## config.mk

```make
export PLATFORM = sky130hd
export DESIGN_NAME = rtcc_ctrl
export DESIGN_NICKNAME = d
export VERILOG_FILES = /design/src/design/rtcc_ctrl.v
export VERILOG_INCLUDE_DIRS = /design/src /design/src/design
export SDC_FILE = /design/constraint.sdc
export NUM_CORES = 1
export LEC_CHECK = 0
export ABC_AREA = 1
export ABC_CLOCK_PERIOD_IN_PS = 1650
export BUFFER_PORTS_ARGS = -buffer_cell sky130_fd_sc_hd__buf_2
export CAP_MARGIN = 20
export CORE_MARGIN = 2
export CORE_UTILIZATION = 49
export DETAILED_ROUTE_END_ITERATION = 8
export PLACE_DENSITY = 0.79
export SLEW_MARGIN = 20
export SYNTH_ARGS = -nofsm -noshare
export SYNTH_HDL_FRONTEND = slang
export SYNTH_SLANG_ARGS = --single-unit
```

## constraint.sdc

```tcl
create_clock -name REF_CLK -period 1.65 [get_ports REF_CLK]
set_input_delay 0.0825 -clock REF_CLK [delete_from_list [all_inputs] [get_ports REF_CLK]]
set_output_delay 0.0825 -clock REF_CLK [all_outputs]
set_load 0.02 [all_outputs]
```

## src/design/rtcc_regs.vh

```
`ifndef RTCC_REGS_VH
`define RTCC_REGS_VH

// ----------------------------------------------------------------
// Register offsets on the multiplexed address/data bus
// ----------------------------------------------------------------
`define RTCC_OFF_CONTROL 8'h0B
`define RTCC_OFF_FLAGS 8'h0C
`define RTCC_OFF_VALIDITY 8'h0D

// ----------------------------------------------------------------
// control_settings field positions
// ----------------------------------------------------------------
`define RTCC_CTL_INHIBIT 7
`define RTCC_CTL_PIE 6
`define RTCC_CTL_AIE 5
`define RTCC_CTL_UIE 4
`define RTCC_CTL_SQUARE_OUT_EN 3
`define RTCC_CTL_BIN 2
`define RTCC_CTL_H24 1
`define RTCC_CTL_DST 0

// ----------------------------------------------------------------
// interrupt_flags and contents_validity field positions
// ----------------------------------------------------------------
`define RTCC_FLG_PEND 7
`define RTCC_FLG_PER 6
`define RTCC_FLG_ALM 5
`define RTCC_FLG_UPD 4
`define RTCC_VAL_BIT 7

// ----------------------------------------------------------------
// Reset values of the reset-affected enables and flags
// ----------------------------------------------------------------
`define RTCC_RST_EN 1'h0
`define RTCC_RST_FLAGS 3'h0

// ----------------------------------------------------------------
// Alarm don't-care code and calendar constants (BCD / binary)
// ----------------------------------------------------------------
`define RTCC_DONT_CARE 2'h3
`define RTCC_SUNDAY 8'h01
`define RTCC_APR_BCD 8'h04
`define RTCC_APR_BIN 8'h04
`define RTCC_OCT_BCD 8'h10
`define RTCC_OCT_BIN 8'h0A
`define RTCC_APR_LAST_BCD 8'h24
`define RTCC_APR_LAST_BIN 8'h18
`define RTCC_OCT_LAST_BCD 8'h25
`define RTCC_OCT_LAST_BIN 8'h19
`define RTCC_HOUR_ONE 8'h01
`define RTCC_SIXTY_LESS_BCD 8'h59
`define RTCC_SIXTY_LESS_BIN 8'h3B

`endif

```

## src/design/rtcc_ctrl.v

```verilog
// Contract
// - Inhibit clear lets counts advance each second
// - Inhibit bit untouched by reset or hardware
// - Periodic enable gates flag; reset clears it
// - Alarm enable gates alarm flag; reset clears
// - Alarm when time equals alarm, 11xxxxxx matches
// - Update enable cleared by reset or inhibit
// - Square output toggles when enabled, else low
// - Binary/BCD select changed only by software
// - 24/12 hour select changed only by software
// - April last Sunday skips 2 AM hour
// - October last Sunday repeats 1 AM once
// - No seasonal steps when disabled; not reset
// - Pending flag is OR of gated flags
// - Pending flag drives interrupt output low
// - Flags clear after read and during reset
// - Periodic flag sets on tap edge always
// - Alarm flag sets on match at update end always
// - Update-done flag sets after every update
// - Low four flag bits read zero
// - Validity bit low on power loss, read sets
// - Low seven validity bits read zero
// - Inhibit blocks updates, clears active flag
// - All don't-care alarm bytes fire each second
`timescale 1ns/1ns
`include "rtcc_regs.vh"

module rtcc_ctrl (
  // Clock and reset
  input wire REF_CLK,
  input wire RST_N,
  // Multiplexed address/data bus pins
  input wire [7:0] AD_IN,
  output reg [7:0] AD_OUT,
  output reg AD_OE,
  input wire ADDR_STROBE,
  input wire DATA_STROBE,
  input wire READ_NOT_WRITE,
  input wire CHIP_SEL_N,
  // Power sense pin
  input wire POWER_SENSE_PIN,
  // Divider taps and update sequencer (same clock)
  input wire PERIODIC_TAP,
  input wire SQUARE_TAP,
  input wire UPDATE_BUSY,
  input wire UPDATE_DONE,
  // Current time and alarm bytes
  input wire [7:0] TIME_SEC,
  input wire [7:0] TIME_MIN,
  input wire [7:0] TIME_HOUR,
  input wire [7:0] TIME_WEEKDAY,
  input wire [7:0] TIME_DATE,
  input wire [7:0] TIME_MONTH,
  input wire [7:0] ALARM_SEC,
  input wire [7:0] ALARM_MIN,
  input wire [7:0] ALARM_HOUR,
  // Controls to the time counter chain
  output reg UPDATE_INHIBIT,
  output reg UPDATE_ACTIVE,
  output reg BINARY_FORMAT_SEL,
  output reg HOUR_FORMAT_SEL,
  output reg SPRING_SKIP,
  output reg FALL_BACK,
  // Interrupt and square-wave pins
  output reg INTERRUPT_REQ_N,
  output reg SQUARE_OUT_PIN
);

  // ----------------------------------------------------------------
  // Alarm byte compare with don't-care code
  // ----------------------------------------------------------------
  function byte_match;
    input [7:0] now_b;
    input [7:0] alm_b;
    begin
      byte_match = (alm_b[7:6] == `RTCC_DONT_CARE) || (alm_b == now_b);
    end
  endfunction

  // ----------------------------------------------------------------
  // Pin synchronisers
  // ----------------------------------------------------------------
  reg [7:0] ad_meta_reg;
  reg [7:0] ad_sync_reg;
  reg [3:0] ctl_meta_reg;
  reg [3:0] ctl_sync_reg;
  reg ps_meta_reg;
  reg ps_sync_reg;
  reg as_prev_reg;
  reg ds_prev_reg;

  // Two flops on every pin; only the second stage is read
  always @(posedge REF_CLK or negedge RST_N) begin
    if (!RST_N) begin
      ad_meta_reg <= 8'h00;
      ad_sync_reg <= 8'h00;
      ctl_meta_reg <= 4'h8;
      ctl_sync_reg <= 4'h8;
      as_prev_reg <= 1'b0;
      ds_prev_reg <= 1'b0;
    end else begin
      ad_meta_reg <= AD_IN;
      ad_sync_reg <= ad_meta_reg;
      ctl_meta_reg <= {CHIP_SEL_N, READ_NOT_WRITE, DATA_STROBE, ADDR_STROBE};
      ctl_sync_reg <= ctl_meta_reg;
      as_prev_reg <= ctl_sync_reg[0];
      ds_prev_reg <= ctl_sync_reg[1];
    end
  end

  // Power sense is kept out of the reset so the validity bit survives it
  always @(posedge REF_CLK) begin
    ps_meta_reg <= POWER_SENSE_PIN;
    ps_sync_reg <= ps_meta_reg;
  end

  wire as_s = ctl_sync_reg[0];
  wire ds_s = ctl_sync_reg[1];
  wire rw_s = ctl_sync_reg[2];
  wire cs_n_s = ctl_sync_reg[3];
  wire as_fall = as_prev_reg & ~as_s;
  wire ds_rise = ~ds_prev_reg & ds_s;
  wire ds_fall = ds_prev_reg & ~ds_s;

  // ----------------------------------------------------------------
  // Address latch and access decode
  // ----------------------------------------------------------------
  reg [7:0] addr_reg;

  // Address is taken from the bus as the address strobe falls
  always @(posedge REF_CLK or negedge RST_N) begin
    if (!RST_N) begin
      addr_reg <= 8'h00;
    end else if (as_fall) begin
      addr_reg <= ad_sync_reg;
    end
  end

  reg hit_ctl;
  reg hit_flg;
  reg hit_val;
  always @* begin
    hit_ctl = 1'b0;
    hit_flg = 1'b0;
    hit_val = 1'b0;
    if (addr_reg == `RTCC_OFF_CONTROL) begin
      hit_ctl = 1'b1;
    end else if (addr_reg == `RTCC_OFF_FLAGS) begin
      hit_flg = 1'b1;
    end else if (addr_reg == `RTCC_OFF_VALIDITY) begin
      hit_val = 1'b1;
    end
  end
  wire hit_any = hit_ctl | hit_flg | hit_val;
  wire wr_ev = ds_fall & ~rw_s & ~cs_n_s;
  wire rd_start = ds_rise & rw_s & ~cs_n_s & hit_any;
  // Flags clear at the end of the read, after the data was captured
  wire flg_rd_end = ds_fall & rw_s & ~cs_n_s & hit_flg;
  wire val_rd = rd_start & hit_val;

  // ----------------------------------------------------------------
  // control_settings
  // ----------------------------------------------------------------
  reg inhibit_reg;
  reg bin_reg;
  reg h24_reg;
  reg dst_reg;
  reg pie_reg;
  reg aie_reg;
  reg uie_reg;
  reg square_out_en_reg;
  reg inhibit_prev_reg;

  always @(posedge REF_CLK) begin
    inhibit_prev_reg <= inhibit_reg;
    if (wr_ev && hit_ctl) begin
      inhibit_reg <= ad_sync_reg[`RTCC_CTL_INHIBIT];
      bin_reg <= ad_sync_reg[`RTCC_CTL_BIN];
      h24_reg <= ad_sync_reg[`RTCC_CTL_H24];
      dst_reg <= ad_sync_reg[`RTCC_CTL_DST];
    end
  end

  wire inhibit_rise = inhibit_reg & ~inhibit_prev_reg;

  always @(posedge REF_CLK or negedge RST_N) begin
    if (!RST_N) begin
      pie_reg <= `RTCC_RST_EN;
      aie_reg <= `RTCC_RST_EN;
      uie_reg <= `RTCC_RST_EN;
      square_out_en_reg <= `RTCC_RST_EN;
    end else begin
      if (wr_ev && hit_ctl) begin
        pie_reg <= ad_sync_reg[`RTCC_CTL_PIE];
        aie_reg <= ad_sync_reg[`RTCC_CTL_AIE];
        uie_reg <= ad_sync_reg[`RTCC_CTL_UIE];
        square_out_en_reg <= ad_sync_reg[`RTCC_CTL_SQUARE_OUT_EN];
      end
      if (inhibit_rise) begin
        uie_reg <= 1'b0;
      end
    end
  end

  // ----------------------------------------------------------------
  // Alarm and seasonal-step detection on the current time
  // ----------------------------------------------------------------
  // three-byte alarm compare
  wire alarm_hit = byte_match(TIME_SEC, ALARM_SEC) & byte_match(TIME_MIN, ALARM_MIN) &
                   byte_match(TIME_HOUR, ALARM_HOUR);

  wire [7:0] max_ms = bin_reg ? `RTCC_SIXTY_LESS_BIN : `RTCC_SIXTY_LESS_BCD;
  wire [7:0] apr_m = bin_reg ? `RTCC_APR_BIN : `RTCC_APR_BCD;
  wire [7:0] oct_m = bin_reg ? `RTCC_OCT_BIN : `RTCC_OCT_BCD;
  wire [7:0] apr_last = bin_reg ? `RTCC_APR_LAST_BIN : `RTCC_APR_LAST_BCD;
  wire [7:0] oct_last = bin_reg ? `RTCC_OCT_LAST_BIN : `RTCC_OCT_LAST_BCD;
  // Hour byte for 1 AM is the same in both hour modes (PM bit clear)
  wire at_0159 = (TIME_HOUR == `RTCC_HOUR_ONE) && (TIME_MIN == max_ms) && (TIME_SEC == max_ms);
  wire sunday = (TIME_WEEKDAY == `RTCC_SUNDAY);
  wire apr_day = sunday && (TIME_MONTH == apr_m) && (TIME_DATE >= apr_last);
  wire oct_day = sunday && (TIME_MONTH == oct_m) && (TIME_DATE >= oct_last);

  reg fell_back_reg;

  always @(posedge REF_CLK or negedge RST_N) begin
    if (!RST_N) begin
      SPRING_SKIP <= 1'b0;
      FALL_BACK <= 1'b0;
      fell_back_reg <= 1'b0;
    end else begin
      SPRING_SKIP <= dst_reg & apr_day & at_0159;
      FALL_BACK <= dst_reg & oct_day & at_0159 & ~fell_back_reg;
      // Held through the whole first 01:59:59 so the chain sees it at the next update;
      // remembered once that second is left, dropped once the day is over
      if (FALL_BACK && !at_0159) begin
        fell_back_reg <= 1'b1;
      end else if (!oct_day) begin
        fell_back_reg <= 1'b0;
      end
    end
  end

  // ----------------------------------------------------------------
  // Interrupt flags
  // ----------------------------------------------------------------
  reg per_flag_reg;
  reg alm_flag_reg;
  reg upd_flag_reg;
  reg tap_prev_reg;

  wire per_set = PERIODIC_TAP & ~tap_prev_reg;
  wire alm_set = UPDATE_DONE & alarm_hit;

  // update end sets flag
  // A set in the clearing cycle wins, so that event is not lost
  always @(posedge REF_CLK or negedge RST_N) begin
    if (!RST_N) begin
      per_flag_reg <= 1'b0;
      alm_flag_reg <= 1'b0;
      upd_flag_reg <= 1'b0;
      tap_prev_reg <= 1'b0;
    end else begin
      tap_prev_reg <= PERIODIC_TAP;
      per_flag_reg <= per_set | (per_flag_reg & ~flg_rd_end);
      alm_flag_reg <= alm_set | (alm_flag_reg & ~flg_rd_end);
      upd_flag_reg <= UPDATE_DONE | (upd_flag_reg & ~flg_rd_end);
    end
  end

  wire pending = (per_flag_reg & pie_reg) | (alm_flag_reg & aie_reg) | (upd_flag_reg & uie_reg);

  // ----------------------------------------------------------------
  // contents_validity
  // ----------------------------------------------------------------
  reg valid_reg;

  always @(posedge REF_CLK) begin
    if (!ps_sync_reg) begin
      valid_reg <= 1'b0;
    end else if (val_rd) begin
      valid_reg <= 1'b1;
    end
  end

  // ----------------------------------------------------------------
  // Read data mux
  // ----------------------------------------------------------------
  reg [7:0] rd_data;
  always @* begin
    rd_data = 8'h00;
    if (hit_ctl) begin
      rd_data = {inhibit_reg, pie_reg, aie_reg, uie_reg, square_out_en_reg, bin_reg, h24_reg, dst_reg};
    end else if (hit_flg) begin
      rd_data = {pending, per_flag_reg, alm_flag_reg, upd_flag_reg, 4'h0};
    end else if (hit_val) begin
      rd_data = {valid_reg, 7'h00};
    end
  end

  // data captured before clear
  // Bus drive only while the strobe is high on a mapped read
  always @(posedge REF_CLK or negedge RST_N) begin
    if (!RST_N) begin
      AD_OUT <= 8'h00;
      AD_OE <= 1'b0;
    end else begin
      if (rd_start) begin
        AD_OUT <= rd_data;
        AD_OE <= 1'b1;
      end else if (!ds_s || cs_n_s) begin
        AD_OE <= 1'b0;
      end
    end
  end

  // ----------------------------------------------------------------
  // Outputs to the counter chain and pins
  // ----------------------------------------------------------------
  // Copies skip reset like their bits, so the chain never sees them drop
  always @(posedge REF_CLK) begin
    UPDATE_INHIBIT <= inhibit_reg;
    BINARY_FORMAT_SEL <= bin_reg;
    HOUR_FORMAT_SEL <= h24_reg;
  end

  always @(posedge REF_CLK or negedge RST_N) begin
    if (!RST_N) begin
      UPDATE_ACTIVE <= 1'b0;
      INTERRUPT_REQ_N <= 1'b1;
      SQUARE_OUT_PIN <= 1'b0;
    end else begin
      UPDATE_ACTIVE <= UPDATE_BUSY & ~inhibit_reg;
      INTERRUPT_REQ_N <= ~pending;
      SQUARE_OUT_PIN <= square_out_en_reg & SQUARE_TAP;
    end
  end

endmodule // rtcc_ctrl

```

==> impl_metrics.tcl <==
set metrics [dict create \
    yosysTopAreaCell "dfrtp_1" \
    dr.pass1.iters 4 \
    pre_cts_ws_ns 0.238 \
    leakage_uw 0.00200 \
    yosysWarningCount 0 \
    clk_latency_ns 0.34 \
    wl_per_cell_um 12.1 \
    synth_nets 401 \
    worstMarginPinSlew_ns 0.427 \
    tritoncts "done" \
    worstPathRequired_ns 1.91 \
    synthSimpleGateAreaFrac_pct 21.1 \
    synth_top_family_by_area "simple AND/OR/NAND/NOR gates" \
    slew_headroom_pct 71.5 \
    clock_sinks 67 \
    synthToLayoutAreaGrowth_pct 35.7 \
    fmax_ghz 0.704 \
    dp_cells 487 \
    grt_antenna_before_repair 0 \
    peakVddDrop_mv 1.13 \
    synthTopCellsByArea "dfrtp_1 (46%), nand2_1 (11%), xnor2_1 (6.3%)" \
    grt_pass1_vias 2355 \
    syn_avg_cell_area_um2 9.58 \
    crit_arrival_ns 1.68 \
    finalCriticalPeriod_ns 1.42 \
    crit_path_max_incr_delay_ns 0.35 \
    postSynthCellCount 305 \
    report.final.slew_viol_count 0 \
    die_w_um 81.2 \
    r2r_cells 7 \
    hold_viol_final 0 \
    synth-seq-cells 67 \
    holdWs_ns 0.103 \
    antenna_cells 0 \
    ant_nets 0 \
    cp-end-kind "flip-flop" \
    syn_area_um2 2920 \
    path_cells "inv_1 > ha_1 > nand2_1 > o21a_1 > o21bai_1 > nand2_1 > o21ai_1" \
    cts_resized 0 \
    vias 2420 \
    path_buf_inv 1 \
    postLayoutCoreUtil_pct 67.8 \
    clkTransAtPathRegs_ns 0.07 \
    fp.dieH_um 81.2 \
    synth-main-ff-cell "dfrtp_1" \
    async_flop_share_pct 85.1 \
    cts_made_buffers 9 \
    skew_ns 0.00712 \
    start_util_pct 50.0 \
    synth_compound_area_share_pct 8.13 \
    io_buffers 107 \
    setup_ws_ns 0.230 \
    min_period_over_period_pct 86.0 \
    synth.distinct_cells 39 \
    cp_slowest_cell "edfxtp_1" \
    synth_mux_area_share_pct 0.385 \
    yosysSeqAreaShare_pct 57.1 \
    p_per_area_nw_per_um2 902 \
    hold_depth 4 \
    place.gp.congestion 0.878 \
    drc_errors 0 \
    fin_nets 537 \
    drive_above_1_share_pct 32.5 \
    h-tree-depth 3 \
    wl_um 6290 \
    status "complete, no violations" \
    grt.total_usage_pct 21.2 \
    synth_xor_area_share_pct 6.29 \
    core_area_um2 5850 \
    grt_max_degree 58 \
    setup_tns_ns 0 \
    cp-start-kind "flip-flop" \
    critPathMostFrequentCell "nand2_1" \
    synth_top_area_share_pct 46.2 \
    dieArea_um2 6600 \
    gr-total-overflow 0 \
    rsz0062_at_grt "false" \
    hpwl_um 4770 \
    yosysMostFrequentCell "nand2_1" \
    cts_root_buffer "clkbuf_8" \
    crit_type "flip-flop to flip-flop" \
    hp-class "input port to flip-flop" \
    setup_viol 0 \
    clk_path_buf_depth 2 \
    synth_edf_count 4 \
    grt_first_pass_wirelength_um 10400 \
    crit_cells 7 \
    avgViaCountPerCell 4.64 \
    crit_family "compound AO/OA/AOI/OAI gates" \
    drv_cap 0 \
    fin_cells 521 \
    num_rows 28 \
    critPathMaxFanout 5 \
    synthTopCellsByCount "nand2_1 (83), dfrtp_1 (54), inv_1 (31), nor2_1 (29), xnor2_1 (21)" \
    ios 108 \
    synthAdderAreaFrac_pct 2.14 \
    drt-initial-drc-count 99 \
]
## report_power, final
group | internal [µW] | leakage, µW | total (µW) | switching [µW]
clock | 831 | 0.000111 | 1430 | 603
combinational | 196 | 0.00111 | 384 | 188
sequential | 1720 | 0.000780 | 1760 | 36.0
## cell families (layout without fill, tap and decap cells)
group,after synthesis,after routing
buf+inv,34,175
fa+ha+maj,5,5
compound gates,36,36
flops,67,67
xor+xnor,21,21
mux,1,1
simple gates,141,141
## layer usage
metal | global-route usage [%] | vias up | routed length (µm)
li1 | - | 1253 | -
met1 | 25.9 | 1081 | 2660
met2 | 35.3 | 78 | 3180
met3 | 7.33 | 8 | 390
met4 | 6.61 | 0 | 68
met5 | 0 | - | 0
## layout by cell type (no fill, tap or decap), types with 2 or more instances in the layout
| master | instances |
|---|---|
| a21oi_1 | 8 |
| dfxtp_1 | 6 |
| o21ai_0 | 12 |
| a22o_1 | 3 |
| xnor2_1 | 21 |
| clkbuf_8 | 10 |
| edfxtp_1 | 4 |
| nor2_1 | 29 |
| nand3_1 | 2 |
| buf_2 | 107 |
| nand2_2 | 3 |
| nand4_1 | 8 |
| nand2_1 | 83 |
| ha_1 | 5 |
| clkinv_4 | 2 |
| inv_1 | 31 |
| nand3b_1 | 2 |
| nor3_1 | 4 |
| dfstp_2 | 3 |
| dlygate4sd3_1 | 18 |
| o21ai_2 | 4 |
| dfrtp_1 | 54 |
| nor4_1 | 3 |
## timing repair
action                                 in CTS  in global routing
hold buffers                               18                  0
buffers inserted                            0                  0
endpoints found under the hold margin      75                  0
## area by class of cell
type / instances / area, µm²
clock buffers: 11 / 163
clock inverters: 5 / 57.6
fillers: 461 / 1890
inverters: 32 / 125
multi-input cells: 204 / 1110
flip-flops and latches: 67 / 1670
well taps: 75 / 93.8
repair buffers: 127 / 743
## per-stage QoR
step,instance area (µm²),total power [µW]
final,3970,3580
after global routing,3970,3740
after CTS,3970,3610
after detailed placement,3560,2140
after global placement,3560,2130
after floorplan,2920,1940
## worst reg2reg max path, cell delays in order, from the launching register on
cell      delay [ns]
edfxtp_1        0.35
inv_1           0.10
ha_1            0.35
nand2_1         0.06
o21a_1          0.17
o21bai_1        0.13
nand2_1         0.09
o21ai_1         0.11
## path summary, 6_finish.rpt
kind / start / to / slack [ns]
min in group asynchronous: RST_N / SQUARE_OUT_PIN / 0.28
hold / removal: TIME_SEC[6] / FALL_BACK / 0.10
hold reg to reg: ps_meta_reg / ps_sync_reg / 0.34
setup reg to reg: bin_reg / fell_back_reg / 0.23
max in group asynchronous: RST_N / ctl_sync_reg[3] / 1.07
setup / recovery: bin_reg / fell_back_reg / 0.23
Note: power is estimated with default switching activity, not from simulation.
